File: src/hw/pcsu_pkg.sv
/*
 * Shared constants and types of the program counter and return stack unit.
 * Assumes a 32-bit classic Wishbone register port with byte addresses.
 */
package pcsu_pkg;

    // ==========================================================
    // Widths
    localparam int PC_W = 13;
    localparam int ADDR_W = 14;
    localparam int WORD_W = 16;
    localparam int PTR_W = 4;
    localparam int DEPTH_W = 5;
    localparam int STATUS_W = 8;
    localparam int BUS_W = 32;
    localparam int BADR_W = 8;

    // ==========================================================
    // Register offsets (byte addresses)
    localparam logic [BADR_W-1:0] ADR_COUNTER_LOW = 8'h00;
    localparam logic [BADR_W-1:0] ADR_SNAP_LOW = 8'h04;
    localparam logic [BADR_W-1:0] ADR_SNAP_HIGH = 8'h08;
    localparam logic [BADR_W-1:0] ADR_STACK_INDEX = 8'h0c;
    localparam logic [BADR_W-1:0] ADR_BANK = 8'h10;
    localparam logic [BADR_W-1:0] ADR_TBL_LOW = 8'h14;
    localparam logic [BADR_W-1:0] ADR_TBL_HIGH = 8'h18;
    localparam logic [BADR_W-1:0] ADR_TABLE_HIGH = 8'h1c;
    localparam logic [BADR_W-1:0] ADR_STATUS = 8'h20;

    // ==========================================================
    // Values after reset and counts
    localparam logic [PC_W-1:0] PC_RESET = 13'h0000;
    localparam logic RESET_BANK = 1'b0;
    localparam logic [PTR_W-1:0] PTR_RESET = 4'h0;
    localparam logic [DEPTH_W-1:0] DEPTH_EMPTY = 5'h00;
    localparam logic [DEPTH_W-1:0] DEPTH_FULL = 5'h10;
    localparam logic [7:0] BYTE_RESET = 8'h00;
    localparam logic [5:0] SNAP_HIGH_MASK = 6'h3f;
    localparam logic [PC_W-1:0] SKIP_STEP = 13'h0002;

    // ==========================================================
    // Operations reported by the execute core
    typedef enum logic [2:0] {
        OP_NEXT, OP_SKIP, OP_JUMP, OP_CALL,
        OP_RET, OP_INTERRUPT_EXIT_OP, OP_TABLE, OP_FAR_TABLE
    } pcsu_op_t;

    typedef enum logic [2:0] {
        ST_RUN, ST_DUMMY, ST_TBL_WAIT, ST_TBL_CAP, ST_INTACK
    } pcsu_state_t;

endpackage : pcsu_pkg

File: src/hw/pcsu_stack_if.sv
/*
 * Port bundle between the sequencer and its return stack memory.
 * Assumes one clock shared by both ends.
 */
`timescale 1ns/1ps
interface pcsu_stack_if #(
    parameter int DATA_W = 14,
    parameter int PTR_W = 4
);
    logic wrEn;
    logic [PTR_W-1:0] wrAddr;
    logic [DATA_W-1:0] wrData;
    logic [PTR_W-1:0] rdAddr;
    logic [DATA_W-1:0] rdData;

    modport ctrl(output wrEn, output wrAddr, output wrData, output rdAddr, input rdData);
    modport mem(input wrEn, input wrAddr, input wrData, input rdAddr, output rdData);
endinterface : pcsu_stack_if

File: src/hw/pcsu_sequencer.sv
/*
 * Program counter, bank bit, return stack control, table read path and
 * counter snapshot registers of an 8-bit core, with a classic Wishbone slave.
 * Assumes the execute core reports one finished instruction per accepted
 * cycle and a program memory that returns data one cycle after the address.
 */
// The implementer's own choices: the Wishbone slave port and the address map.
// Operation
// - counter steps by one per instruction unless control jumps elsewhere
// - top fetch address bit comes from the bank select bit
// - only the counter low byte is reachable by software
// - jump, call, interrupt and reset load a target instead
// - taken skip discards prefetched word and inserts a dummy cycle
// - counter low byte write jumps within the page with dummy cycle
// - snapshot low read returns low byte and buffers high byte
// - snapshot high returns the buffer filled by the previous low read
// - snapshot high holds address bits 13..8, bits 7..6 zero, read-only
// - sixteen-level return stack holds counter values, not software visible
// - call and interrupt acknowledge push counter at stack index
// - both return kinds reload the counter from the stack
// - reset sets stack index to zero
// - full stack holds interrupt pending until a return frees a level
// - call on full stack still proceeds, oldest entry lost
// - index is read-only bits 3..0, increments, wraps 15 to 0
// - return decrements index modulo sixteen
// - ALU result flags update the status register
// - program memory is 16K words of 16 bits addressed by counter
// - execution starts at address zero after reset
// - table read address comes from table pointer low and high
// - short table form targets sector zero, far form any sector
// - table low byte to destination, high byte to table-high register
// - counter-changing instructions take one extra cycle
// - every table read takes two extra cycles
`timescale 1ns/1ps
module pcsu_sequencer #(
    parameter int SECTOR_W = 3
) (
    input wire logic clk,
    input wire logic arst_n,
    input wire logic cyc_i,
    input wire logic stb_i,
    input wire logic we_i,
    input wire logic [pcsu_pkg::BADR_W-1:0] adr_i,
    input wire logic [3:0] sel_i,
    input wire logic [pcsu_pkg::BUS_W-1:0] dat_i,
    output logic ack_o,
    output logic [pcsu_pkg::BUS_W-1:0] dat_o,
    input wire logic execValid,
    input wire pcsu_pkg::pcsu_op_t execOp,
    input wire logic [pcsu_pkg::PC_W-1:0] jumpTarget,
    input wire logic [7:0] execDestReg,
    input wire logic [SECTOR_W-1:0] execDestSector,
    input wire logic intReq,
    input wire logic [pcsu_pkg::PC_W-1:0] intVector,
    input wire logic aluFlagsValid,
    input wire logic [pcsu_pkg::STATUS_W-1:0] aluFlags,
    input wire logic [pcsu_pkg::WORD_W-1:0] pmData,
    output logic [pcsu_pkg::ADDR_W-1:0] pmAddr,
    output logic coreReady,
    output logic fetchFlush,
    output logic intAck,
    output logic tableValid,
    output logic [7:0] tableLowByte,
    output logic [7:0] tableDestReg,
    output logic [SECTOR_W-1:0] tableDestSector,
    output logic [pcsu_pkg::STATUS_W-1:0] statusFlags
);
    import pcsu_pkg::*;

    // ==========================================================
    // State
    pcsu_state_t state;
    pcsu_state_t next_state;
    logic [PC_W-1:0] pc;
    logic [PC_W-1:0] next_pc;
    logic bank;
    logic next_bank;
    logic [PTR_W-1:0] stackPtr;
    logic [PTR_W-1:0] next_stackPtr;
    logic [DEPTH_W-1:0] stackDepth;
    logic [DEPTH_W-1:0] next_stackDepth;
    logic intPending;
    logic [7:0] tblLow;
    logic [5:0] tblHigh;
    logic [7:0] tableHigh;
    logic [7:0] snapHighBuf;
    logic push;
    logic pop;
    logic [ADDR_W-1:0] pushData;
    logic flushNow;
    logic ackNow;

    pcsu_stack_if #(.DATA_W(ADDR_W), .PTR_W(PTR_W)) stackPort ();

    pcsu_stack_mem #(.DATA_W(ADDR_W), .PTR_W(PTR_W)) stackMem (
        .clk(clk),
        .arst_n(arst_n),
        .port(stackPort.mem)
    );

    // ==========================================================
    // Bus decode
    wire selCounterLow = adr_i == ADR_COUNTER_LOW;
    wire selSnapLow = adr_i == ADR_SNAP_LOW;
    wire selSnapHigh = adr_i == ADR_SNAP_HIGH;
    wire selStackIndex = adr_i == ADR_STACK_INDEX;
    wire selBank = adr_i == ADR_BANK;
    wire selTblLow = adr_i == ADR_TBL_LOW;
    wire selTblHigh = adr_i == ADR_TBL_HIGH;
    wire selTableHigh = adr_i == ADR_TABLE_HIGH;
    wire selStatus = adr_i == ADR_STATUS;
    wire busReq = cyc_i && stb_i && !ack_o;
    wire byteWrite = we_i && sel_i[0];
    wire pclReq = busReq && byteWrite && selCounterLow;
    wire execTake = execValid && coreReady && (state == ST_RUN);
    // A counter low write waits for a slot with no instruction in flight
    wire pclFree = (state == ST_RUN) && !execTake;
    wire busTake = busReq && (!pclReq || pclFree);
    wire regWrite = busTake && byteWrite;
    wire pclWrite = regWrite && selCounterLow;
    wire pclPend = pclReq && !pclFree;
    wire snapRead = busTake && !we_i && selSnapLow;
    wire [7:0] wrByte = dat_i[7:0];

    // Only the low byte of the counter is on the map; the stack never is
    wire [7:0] readByte =
        selCounterLow ? pc[7:0] :
        selSnapLow ? pc[7:0] :
        selSnapHigh ? {2'b00, snapHighBuf[5:0] & SNAP_HIGH_MASK} :
        selStackIndex ? {4'h0, stackPtr} :
        selBank ? {7'h00, bank} :
        selTblLow ? tblLow :
        selTblHigh ? {2'b00, tblHigh} :
        selTableHigh ? tableHigh :
        selStatus ? statusFlags : BYTE_RESET;

    // ==========================================================
    // Stack helpers
    wire stackFull = stackDepth == DEPTH_FULL;
    wire [ADDR_W-1:0] tableAddr = {tblHigh, tblLow};
    wire [PC_W-1:0] pcInc = pc + 1'b1;
    wire isTable = (execOp == OP_TABLE) || (execOp == OP_FAR_TABLE);

    assign stackPort.wrEn = push;
    assign stackPort.wrAddr = stackPtr;
    assign stackPort.wrData = pushData;
    assign stackPort.rdAddr = next_stackPtr - 1'b1;

    // ==========================================================
    // Sequencing
    always_comb begin
        next_state = state;
        next_pc = pc;
        next_bank = (regWrite && selBank) ? wrByte[0] : bank;
        push = 1'b0;
        pop = 1'b0;
        pushData = {bank, pcInc};
        flushNow = 1'b0;
        ackNow = 1'b0;
        case (state)
            ST_RUN: begin
                if (pclWrite) begin
                    next_pc = {pc[PC_W-1:8], wrByte};
                    flushNow = 1'b1;
                    next_state = ST_DUMMY;
                end else if (execTake) begin
                    case (execOp)
                        OP_NEXT: begin
                            next_pc = pcInc;
                        end
                        OP_SKIP: begin
                            next_pc = pc + SKIP_STEP;
                            flushNow = 1'b1;
                            next_state = ST_DUMMY;
                        end
                        OP_JUMP: begin
                            next_pc = jumpTarget;
                            flushNow = 1'b1;
                            next_state = ST_DUMMY;
                        end
                        OP_CALL: begin
                            push = 1'b1;
                            next_pc = jumpTarget;
                            flushNow = 1'b1;
                            next_state = ST_DUMMY;
                        end
                        OP_RET, OP_INTERRUPT_EXIT_OP: begin
                            pop = 1'b1;
                            {next_bank, next_pc} = stackPort.rdData;
                            flushNow = 1'b1;
                            next_state = ST_DUMMY;
                        end
                        default: begin
                            next_pc = pcInc;
                            next_state = ST_TBL_WAIT;
                        end
                    endcase
                end else if (intPending && !stackFull) begin
                    next_state = ST_INTACK;
                end
            end
            ST_DUMMY: begin
                next_state = ST_RUN;
            end
            ST_TBL_WAIT: begin
                next_state = ST_TBL_CAP;
            end
            ST_TBL_CAP: begin
                next_state = ST_RUN;
            end
            ST_INTACK: begin
                // No call or return runs in the cycle before this state, so the stack is still not full here
                if (!stackFull) begin
                    push = 1'b1;
                    pushData = {bank, pc};
                    next_pc = intVector;
                    flushNow = 1'b1;
                    ackNow = 1'b1;
                    next_state = ST_DUMMY;
                end else begin
                    next_state = ST_RUN;
                end
            end
            default: begin
                next_state = ST_RUN;
            end
        endcase
    end

    // Pointer wraps both ways; depth saturates so overflow keeps going
    always_comb begin
        next_stackPtr = stackPtr;
        next_stackDepth = stackDepth;
        if (push) begin
            next_stackPtr = stackPtr + 1'b1;
            next_stackDepth = stackFull ? DEPTH_FULL : stackDepth + 1'b1;
        end else if (pop) begin
            next_stackPtr = stackPtr - 1'b1;
            next_stackDepth = (stackDepth == DEPTH_EMPTY) ? DEPTH_EMPTY : stackDepth - 1'b1;
        end
    end

    wire [ADDR_W-1:0] next_pmAddr =
        (next_state == ST_TBL_WAIT) ? tableAddr : {next_bank, next_pc};
    wire next_coreReady = (next_state == ST_RUN) && !pclPend;

    // ==========================================================
    // Core-side registers
    always_ff @(posedge clk or negedge arst_n) begin
        if (!arst_n) begin
            state <= ST_RUN;
            pc <= PC_RESET;
            bank <= RESET_BANK;
            pmAddr <= {RESET_BANK, PC_RESET};
            coreReady <= 1'b0;
            fetchFlush <= 1'b0;
            intAck <= 1'b0;
        end else begin
            state <= next_state;
            pc <= next_pc;
            bank <= next_bank;
            pmAddr <= next_pmAddr;
            coreReady <= next_coreReady;
            fetchFlush <= flushNow;
            intAck <= ackNow;
        end
    end

    always_ff @(posedge clk or negedge arst_n) begin
        if (!arst_n) begin
            stackPtr <= PTR_RESET;
            stackDepth <= DEPTH_EMPTY;
            intPending <= 1'b0;
        end else begin
            stackPtr <= next_stackPtr;
            stackDepth <= next_stackDepth;
            intPending <= intReq || (intPending && !ackNow);
        end
    end

    // ==========================================================
    // Table read path
    wire tableCap = state == ST_TBL_CAP;
    wire tableStart = execTake && isTable && !pclWrite;
    // Short form can only name sector zero
    wire [SECTOR_W-1:0] destSector =
        (execOp == OP_FAR_TABLE) ? execDestSector : '0;

    always_ff @(posedge clk or negedge arst_n) begin
        if (!arst_n) begin
            tableValid <= 1'b0;
            tableLowByte <= BYTE_RESET;
            tableDestReg <= BYTE_RESET;
            tableDestSector <= '0;
        end else begin
            tableValid <= tableCap;
            if (tableCap) begin
                tableLowByte <= pmData[7:0];
            end
            if (tableStart) begin
                tableDestReg <= execDestReg;
                tableDestSector <= destSector;
            end
        end
    end

    // ==========================================================
    // Software registers
    always_ff @(posedge clk or negedge arst_n) begin
        if (!arst_n) begin
            tblLow <= BYTE_RESET;
            tblHigh <= '0;
            tableHigh <= BYTE_RESET;
            statusFlags <= '0;
            snapHighBuf <= BYTE_RESET;
        end else begin
            if (regWrite && selTblLow) begin
                tblLow <= wrByte;
            end
            if (regWrite && selTblHigh) begin
                tblHigh <= wrByte[5:0];
            end
            // Hardware capture wins over a software write in the same cycle
            if (tableCap) begin
                tableHigh <= pmData[15:8];
            end else if (regWrite && selTableHigh) begin
                tableHigh <= wrByte;
            end
            if (aluFlagsValid) begin
                statusFlags <= aluFlags;
            end else if (regWrite && selStatus) begin
                statusFlags <= wrByte;
            end
            if (snapRead) begin
                snapHighBuf <= {2'b00, bank, pc[PC_W-1:8]};
            end
        end
    end

    // ==========================================================
    // Bus answer: one wait state, more for a counter low write held back by a busy core; unmapped reads give zero
    always_ff @(posedge clk or negedge arst_n) begin
        if (!arst_n) begin
            ack_o <= 1'b0;
            dat_o <= '0;
        end else begin
            ack_o <= busTake;
            if (busTake && !we_i) begin
                dat_o <= {24'h000000, readByte};
            end
        end
    end

endmodule : pcsu_sequencer

File: src/hw/pcsu_stack_mem.sv
/*
 * Return stack storage: one write port, registered read port.
 * Assumes the controller presents the next top-of-stack address each cycle.
 */
`timescale 1ns/1ps
module pcsu_stack_mem #(
    parameter int DATA_W = 14,
    parameter int PTR_W = 4
) (
    input wire logic clk,
    input wire logic arst_n,
    pcsu_stack_if.mem port
);
    // ==========================================================
    // Storage
    logic [DATA_W-1:0] cells [2**PTR_W];
    wire forward = port.wrEn && (port.wrAddr == port.rdAddr);

    always_ff @(posedge clk) begin
        if (port.wrEn) begin
            cells[port.wrAddr] <= port.wrData;
        end
    end

    // Write-first so a pop right after a push sees the new top
    always_ff @(posedge clk or negedge arst_n) begin
        if (!arst_n) begin
            port.rdData <= '0;
        end else begin
            port.rdData <= forward ? port.wrData : cells[port.rdAddr];
        end
    end
endmodule : pcsu_stack_mem

File: config.mk
export PLATFORM = sky130hd
export DESIGN_NAME = pcsu_sequencer
export DESIGN_NICKNAME = d
export VERILOG_FILES = /design/src/hw/pcsu_pkg.sv /design/src/hw/pcsu_stack_if.sv /design/src/hw/pcsu_sequencer.sv /design/src/hw/pcsu_stack_mem.sv
export SDC_FILE = /design/constraint.sdc
export NUM_CORES = 1
export LEC_CHECK = 0
export ABC_AREA = 1
export BUFFER_PORTS_ARGS = -buffer_cell sky130_fd_sc_hd__buf_2
export CORE_MARGIN = 2
export CORE_UTILIZATION = 64
export CTS_CLUSTER_SIZE = 10
export DETAILED_ROUTE_END_ITERATION = 16
export GPL_TIMING_DRIVEN = 0
export PLACE_DENSITY_LB_ADDON = 0.08
export SLEW_MARGIN = 20
export SYNTH_ARGS = -nofsm -noshare
export SYNTH_HDL_FRONTEND = slang
export SYNTH_SLANG_ARGS = --single-unit
File: constraint.sdc
create_clock -name clk -period 7.1 [get_ports clk]
set_input_delay 1.42 -clock clk [delete_from_list [all_inputs] [get_ports clk]]
set_output_delay 1.42 -clock clk [all_outputs]
set_load 0.02 [all_outputs]
Yosys cells after proc, flatten, opt, wreduce, memory -nomap -nowiden
Memories as Yosys holds them, arrays and structs flattened. A register that Yosys moved wholly into a read port is not among the register bits.
Index checks and enable logic that the tools add are counted.
{"block": "op_classes", "multipliers": 0, "n_shift": 0, "eq_ne": 20, "reduce_logical": 48, "n_mux": 55, "div_mod_pow": 0, "n_bitwise": 0, "order_cmp": 0, "add_sub_neg": 7}
{"operator": "2-to-1 mux 8 bit", "count": 13}
{"operator": "2-to-1 mux 13 bit", "count": 5}
{"operator": "case mux 13 bit (3 select lines)", "count": 1}
{"operator": "== test 8 x 5 -> 1 bit (second input constant)", "count": 4}
{"operator": "case mux 13 bit (2 select lines)", "count": 1}
{"operator": "logical AND 1 bit", "count": 24}
{"operator": "2-to-1 mux 1 bit", "count": 20}
{"operator": "2-to-1 mux 5 bit", "count": 4}
{"operator": "== test 8 x 4 -> 1 bit (second input constant)", "count": 2}
{"operator": "== test 3 x 2 -> 1 bit (second input constant)", "count": 5}
{"operator": "== test 3 bit (second input constant)", "count": 5}
{"operator": "2-to-1 mux 14 bit", "count": 1}
{"operator": "adder 13 x 1 -> 13 bit (second input constant)", "count": 1}
{"operator": "adder 13 x 2 -> 13 bit (second input constant)", "count": 1}
{"operator": "2-to-1 mux 3 bit", "count": 4}
{"operator": "logical NOT 1 bit", "count": 10}
{"operator": "logical NOT 3 bit", "count": 3}
{"operator": "case mux 3 bit (3 select lines)", "count": 1}
{"operator": "== test 8 x 3 -> 1 bit (second input constant)", "count": 1}
{"operator": "== test 8 x 6 -> 1 bit (second input constant)", "count": 1}
{"operator": "logical NOT 8 bit", "count": 1}
{"operator": "2-to-1 mux 4 bit", "count": 2}
{"operator": "subtractor 4 x 1 -> 4 bit (second input constant)", "count": 2}
{"operator": "case mux 3 bit (2 select lines)", "count": 1}
{"operator": "11 further kinds", "count": 17}
{"block": "totals", "output_inout_bits": 78, "ramBits": 224, "in_bits": 116, "latchBits": 0, "register_bits": 109, "mem_count": 1, "rom_bits": 0}
{"memory": "stackMem.cells", "words": 16, "width": 14, "rd": 1, "rd_ports_with_merged_regs": 1, "wr": 1, "line": "pcsu_stack_mem.sv:16", "rtl": "logic [DATA_W-1:0] cells [2**PTR_W];"}

Longest topological paths before layout
{"block": "logic_depth", "word_depth": 15, "ltp_mapped": 19}

Cells and area by module
Synthesis repeated with hierarchy kept, for this count alone.
{"block": "unflattened", "cells_unflattened": 1980, "area_unflattened_um2": 17269.1}
{"mod": "pcsu_stack_mem", "area_each_um2": 10341.2, "cells_each": 1001, "instances": 1}
{"mod": "pcsu_sequencer", "area_each_um2": 6927.9, "cells_each": 979, "instances": 1}

Worst setup path before layout
OpenSTA, ideal clock, no wires.
{"block": "synth_timing", "kind": "input port to flip-flop", "startpoint": "in execValid", "endpoint": "reg stackMem.port.rdData[10] (read register of stackMem.cells)", "path_slack_ns": 3.265, "stages": 18, "arrival_time_ns": 3.766, "t_required_ns": 7.031, "path_cell_list": "nand2_1 > inv_1 > nand4_2 > nand3_1 > nand2_1 > nand2_2 > buf_4 > buf_2 > ha_1 > inv_1 > clkbuf_1 > clkbuf_1 > nand3_1 > nand3_1 > nand3_1 > nand2_1 > nand2_1 > nand2_1"}
{"block": "synth_between", "elab_chain_len": 13, "word_cells_on_any_way": 17, "cone_classes": "add/sub: 1; mux: 8; reduce/logical: 8"}
{"item": "from (decl)", "line": "pcsu_sequencer.sv:48", "rtl": "input wire logic execValid,"}
{"item": "logical AND 1 bit * (2 in series)", "line": "pcsu_sequencer.sv:115", "rtl": "wire execTake = execValid && coreReady && (state == ST_RUN);"}
{"item": "logical NOT 1 bit", "line": "pcsu_sequencer.sv:117", "rtl": "wire pclFree = (state == ST_RUN) && !execTake;"}
{"item": "logical AND 1 bit", "line": "pcsu_sequencer.sv:117"}
{"item": "logical OR 1 bit", "line": "pcsu_sequencer.sv:118", "rtl": "wire busTake = busReq && (!pclReq || pclFree);"}
{"item": "logical AND 1 bit", "line": "pcsu_sequencer.sv:118"}
{"item": "logical AND 1 bit", "line": "pcsu_sequencer.sv:119", "rtl": "wire regWrite = busTake && byteWrite;"}
{"item": "logical AND 1 bit", "line": "pcsu_sequencer.sv:120", "rtl": "wire pclWrite = regWrite && selCounterLow;"}
{"item": "2-to-1 mux 1 bit", "line": "pcsu_sequencer.sv:162", "rtl": "if (pclWrite) begin"}
{"item": "2-to-1 mux 1 bit", "line": "pcsu_sequencer.sv:160", "rtl": "case (state)"}
{"item": "2-to-1 mux 4 bit", "line": "pcsu_sequencer.sv:237", "rtl": "end else if (pop) begin"}
{"item": "2-to-1 mux 4 bit *", "line": "pcsu_sequencer.sv:234", "rtl": "if (push) begin"}
{"item": "subtractor 4 x 1 -> 4 bit *", "line": "pcsu_sequencer.sv:147", "rtl": "assign stackPort.rdAddr = next_stackPtr - 1'b1;"}
{"item": "to (decl)", "line": "pcsu_stack_if.sv:17", "rtl": "modport mem(input wrEn, input wrAddr, input wrData, input rdAddr, output rdData);"}
Every way passes the cells marked *; elsewhere a longest branch is shown, timed or not.
A chain may end at the register's enable or synchronous reset.

Worst setup path in the final report
{"block": "layout_timing", "startpoint": "in execOp[1]", "endpoint": "reg stackMem.port.rdData[10] (read register of stackMem.cells)"}
{"block": "layout_between", "elab_chain_len": 9, "word_cells_on_any_way": 15, "cone_classes": "add/sub: 1; eq/ne: 3; mux: 10; reduce/logical: 1"}
{"item": "from (decl)", "line": "pcsu_sequencer.sv:49", "rtl": "input wire pcsu_pkg::pcsu_op_t execOp,"}
{"item": "== test 3 bit", "line": "pcsu_sequencer.sv:167", "rtl": "case (execOp)"}
{"item": "OR reduction 2 bit"}
{"item": "2-to-1 mux 1 bit", "line": "pcsu_sequencer.sv:167"}
{"item": "2-to-1 mux 1 bit", "line": "pcsu_sequencer.sv:166", "rtl": "end else if (execTake) begin"}
{"item": "2-to-1 mux 1 bit", "line": "pcsu_sequencer.sv:162"}
{"item": "2-to-1 mux 1 bit", "line": "pcsu_sequencer.sv:160"}
{"item": "2-to-1 mux 4 bit", "line": "pcsu_sequencer.sv:237"}
{"item": "2-to-1 mux 4 bit *", "line": "pcsu_sequencer.sv:234"}
{"item": "subtractor 4 x 1 -> 4 bit *", "line": "pcsu_sequencer.sv:147"}
Marks and branches as above.

==> reports/qor.json <==
{
  "detailed_routing": {
    "vias": 14400,
    "drt_pass1_iterations": 5,
    "remaining_drc_errors": 0,
    "finalWirelength_um": 52400,
    "iter_0_drt_violations": 1768,
    "wl_per_cell_um": 21.2,
    "avg_vias_per_cell": 5.83,
    "drt.antenna.violating_nets": 0
  },
  "placed_design": {
    "dpl_cell_area_sq_um": 18600,
    "dp_hpwl_um": 37600,
    "placer_s_final_routability_congestion_estimate": 0.972,
    "placedCellCount": 2411,
    "placement_setup_slack_ps": 1620,
    "port_buffers": 141
  },
  "sta": {
    "fin_skew_ps": 21.2,
    "setup_slack_ps": 1980,
    "slew_viol_final": 0,
    "max-slew-margin-rel": 0.312,
    "worst_slew_pin_slew_ps": 1030,
    "finalSetupViolCount": 0,
    "timing_hold_violations_final": 0,
    "final_min_period_over_clock_period": 0.721,
    "unrepaired_setup_endpoints_after_global_routing": "false",
    "final.setup.tns_ps": 0,
    "fmax_ghz": 0.195,
    "finalCriticalPeriod_ps": 5120
  },
  "synth": {
    "yosys.area_share.adder": 0.00735,
    "synth_top_family_by_area": "simple AND/OR/NAND/NOR gates",
    "synthXorXnorAreaFrac": 0.00926,
    "yosysSeqAreaShare": 0.576,
    "synthesis.area_sq_um": 17000,
    "number_of_flip_flops_and_latches_in_the_synthesized_netlist": 347,
    "synth_enable_flop_cells": 224,
    "synthTopCellsByArea": "edfxtp_1, dfrtp_1, nand2_1, nand3_1, inv_1",
    "asyncSetResetFlopFracSynth": 0.354,
    "avgSynthCellArea_sq_um": 8.99,
    "synth_ff_type": "edfxtp_1",
    "synth_top_area_frac": 0.395,
    "synth.lib_cells_used.distinct": 50,
    "synth.largest_area_cell": "edfxtp_1",
    "post_synthesis_compound_gate_area_fraction": 0.0547,
    "post_synth_and_or_nand_nor_area_fraction": 0.248,
    "synth_mux_area_frac": 0.00331,
    "yosysWarnings": 0,
    "number_of_standard_cells_after_synthesis": 1895
  },
  "global_route": {
    "grt_antenna_before_repair": 0,
    "number_of_global_route_vias_before_repair": 14200,
    "grt-ovfl-total": 0,
    "grt_pass1_wl_um": 79200,
    "pin_count_of_the_biggest_net_entering_global_routing": 77,
    "globalRouteTotalUtil": 0.374
  },
  "layout": {
    "finalNetCount": 2245,
    "area_delta_synth_final_pct": 15.8,
    "final_cell_mix": "nand2_1, inv_1, nand3_1, edfxtp_1, buf_2",
    "post-route-util": 0.757,
    "post_layout_nonfiller_instances": 2474,
    "post-route-cell-area_sq_um": 19700,
    "mostFrequentLayoutCell": "nand2_1",
    "final_layout_size_suffix_gt1_frac": 0.168,
    "insertedDiodeCount": 0
  },
  "die": {
    "die-width_um": 167,
    "die_height_um": 167,
    "placementRows": 59,
    "floorplan.io_pins": 194,
    "floorplan.initialDensity": 0.654,
    "floorplan.die_area_sq_um": 27900,
    "core_region_area_sq_um": 26100
  },
  "power_and_ir_drop": {
    "power.ir.vdd_worst_mv": 0.350,
    "sequentialPowerShare": 0.284,
    "intPower_uw": 5480,
    "net_switching_share_of_the_total_power": 0.483,
    "p_comb_frac": 0.539,
    "power_density_nw_per_um2": 536,
    "net-switching-power_uw": 5110,
    "share_clk_of_total_power": 0.177,
    "leakage_uw": 0.00928
  },
  "cts": {
    "ctsHoldBuffers": 0,
    "tritoncts_num_sinks": 347,
    "cts_inserted_buffers": 41,
    "ctsLongestPathBuffers": 3,
    "clk-insertion-delay-late_ps": 550,
    "ctsHtreeMaxLevel": 2,
    "postCtsSetupBuffers": 0,
    "ctsResizeCount": 0,
    "clk_transition_reported_paths_ps": 60,
    "cts_tree": "built",
    "cts_root_buffer": "clkbuf_16"
  },
  "outcome": {
    "status": "complete, no violations"
  },
  "setup_path": {
    "critPathRequiredTime_ps": 7570,
    "worst_setup_path_start_kind": "primary input",
    "crit_path_end_kind": "register",
    "crit_type": "in2reg",
    "worst_ep_arrival_time_ps": 5590,
    "reg2regPathDepth": 18,
    "worstPathMaxFanout": 10
  },
  "min_path": {
    "holdCritPathClass": "reg2reg",
    "whs_path_depth": 2
  },
  "job": {
    "drv_cap": 0
  }
}
worst paths after layout:
path                                                       to                        start  slack, ps
setup reg to reg           stackMem.port.rdData[10]$_DFF_PN0_    stackDepth[0]$_DFFE_PN0P_       2470
hold reg to reg                   tableDestReg[1]$_DFFE_PN0P_  tableDestReg[1]$_DFFE_PN0P_        460
max in group asynchronous         tableLowByte[2]$_DFFE_PN0P_                       arst_n       5470
setup / recovery           stackMem.port.rdData[10]$_DFF_PN0_                    execOp[1]       1980
min in group asynchronous         tableDestReg[5]$_DFFE_PN0P_                       arst_n        900
hold / removal                    tableDestReg[1]$_DFFE_PN0P_  tableDestReg[1]$_DFFE_PN0P_        460
synthesized netlist by cell type (all sizes together) (3+ instances only):
master,n
nand2,555
inv,292
nand3,281
edfxtp,224
dfrtp,123
nor2,85
buf,75
o21ai,65
clkbuf,29
a21oi,26
a31oi,19
xor2,17
nand3b,15
o211ai,15
nand4,12
ha,10
nor3,10
a221oi,7
o21a,6
mux2,5
a22oi,4
clkinv,4
a2bb2oi,3
o22ai,3
stage by stage:
stage,power (uW),hold WS (ps)
floorplan,6290,449
global placement,8180,449
detailed placement,8480,453
CTS,10400,467
global route,11100,482
finish,10600,465
power by group through the flow:
stage                     registers (uW)  clock network, uW  logic (uW)
final                               3010               1870        5700
after global routing                3040               1940        6080
after CTS                           3000               1870        5500
after detailed placement            3030                  0        5450
after global placement              3060                  0        5110
after floorplan                     3130                  0        3170
state kept, by name (all words and copies together), names as in the netlist, 6 cells and up:
name / cells
dat_o: 8
pc: 13
pmAddr: 14
snapHighBuf: 6
stackMem.cells: 224
stackMem.port.rdData: 14
statusFlags: 8
tableDestReg: 8
tableHigh: 8
tableLowByte: 8
tblHigh: 6
tblLow: 8
logic make-up after synthesis:
kind of cell / Yosys count
AOI/OAI and AO/OA: 153
xor gates and xnor gates: 18
adders and majority gates: 10
buffers and inverters: 400
DFF: 347
muxes: 5
other: 1
and+or+nand+nor: 961
worst max-delay path, cell delays in order:
cell	delay, ps
buf_2	140
inv_2	60
nor3_1	370
nand2_2	190
nand3_1	140
nand2_1	160
nand2_2	220
buf_4	260
buf_2	270
ha_1	330
inv_1	90
clkbuf_1	580
clkbuf_1	530
nand3_1	220
nand3_1	230
nand3_1	110
nand2_1	90
nand2_1	50
nand2_1	100
area by class of cell:
class | instances | area, sq um
plain buffers | 104 | 616
clock buffers | 58 | 1100
clock inverters | 5 | 51.3
fillers | 1835 | 6330
inverters | 296 | 1110
multi-input cells | 1171 | 5680
flip-flops and latches | 347 | 9800
well taps | 335 | 419
repair buffers | 158 | 942
routing by layer:
layer	vias up	routed length (um)	track usage	part of all wire
met4	0	2030	0.141	0.039
met5	-	0	0	0
met1	6743	19800	0.511	0.38
met2	948	24000	0.584	0.46
li1	6564	-	-	-
met3	158	6620	0.0988	0.13
(Power assumes the default switching activity.)
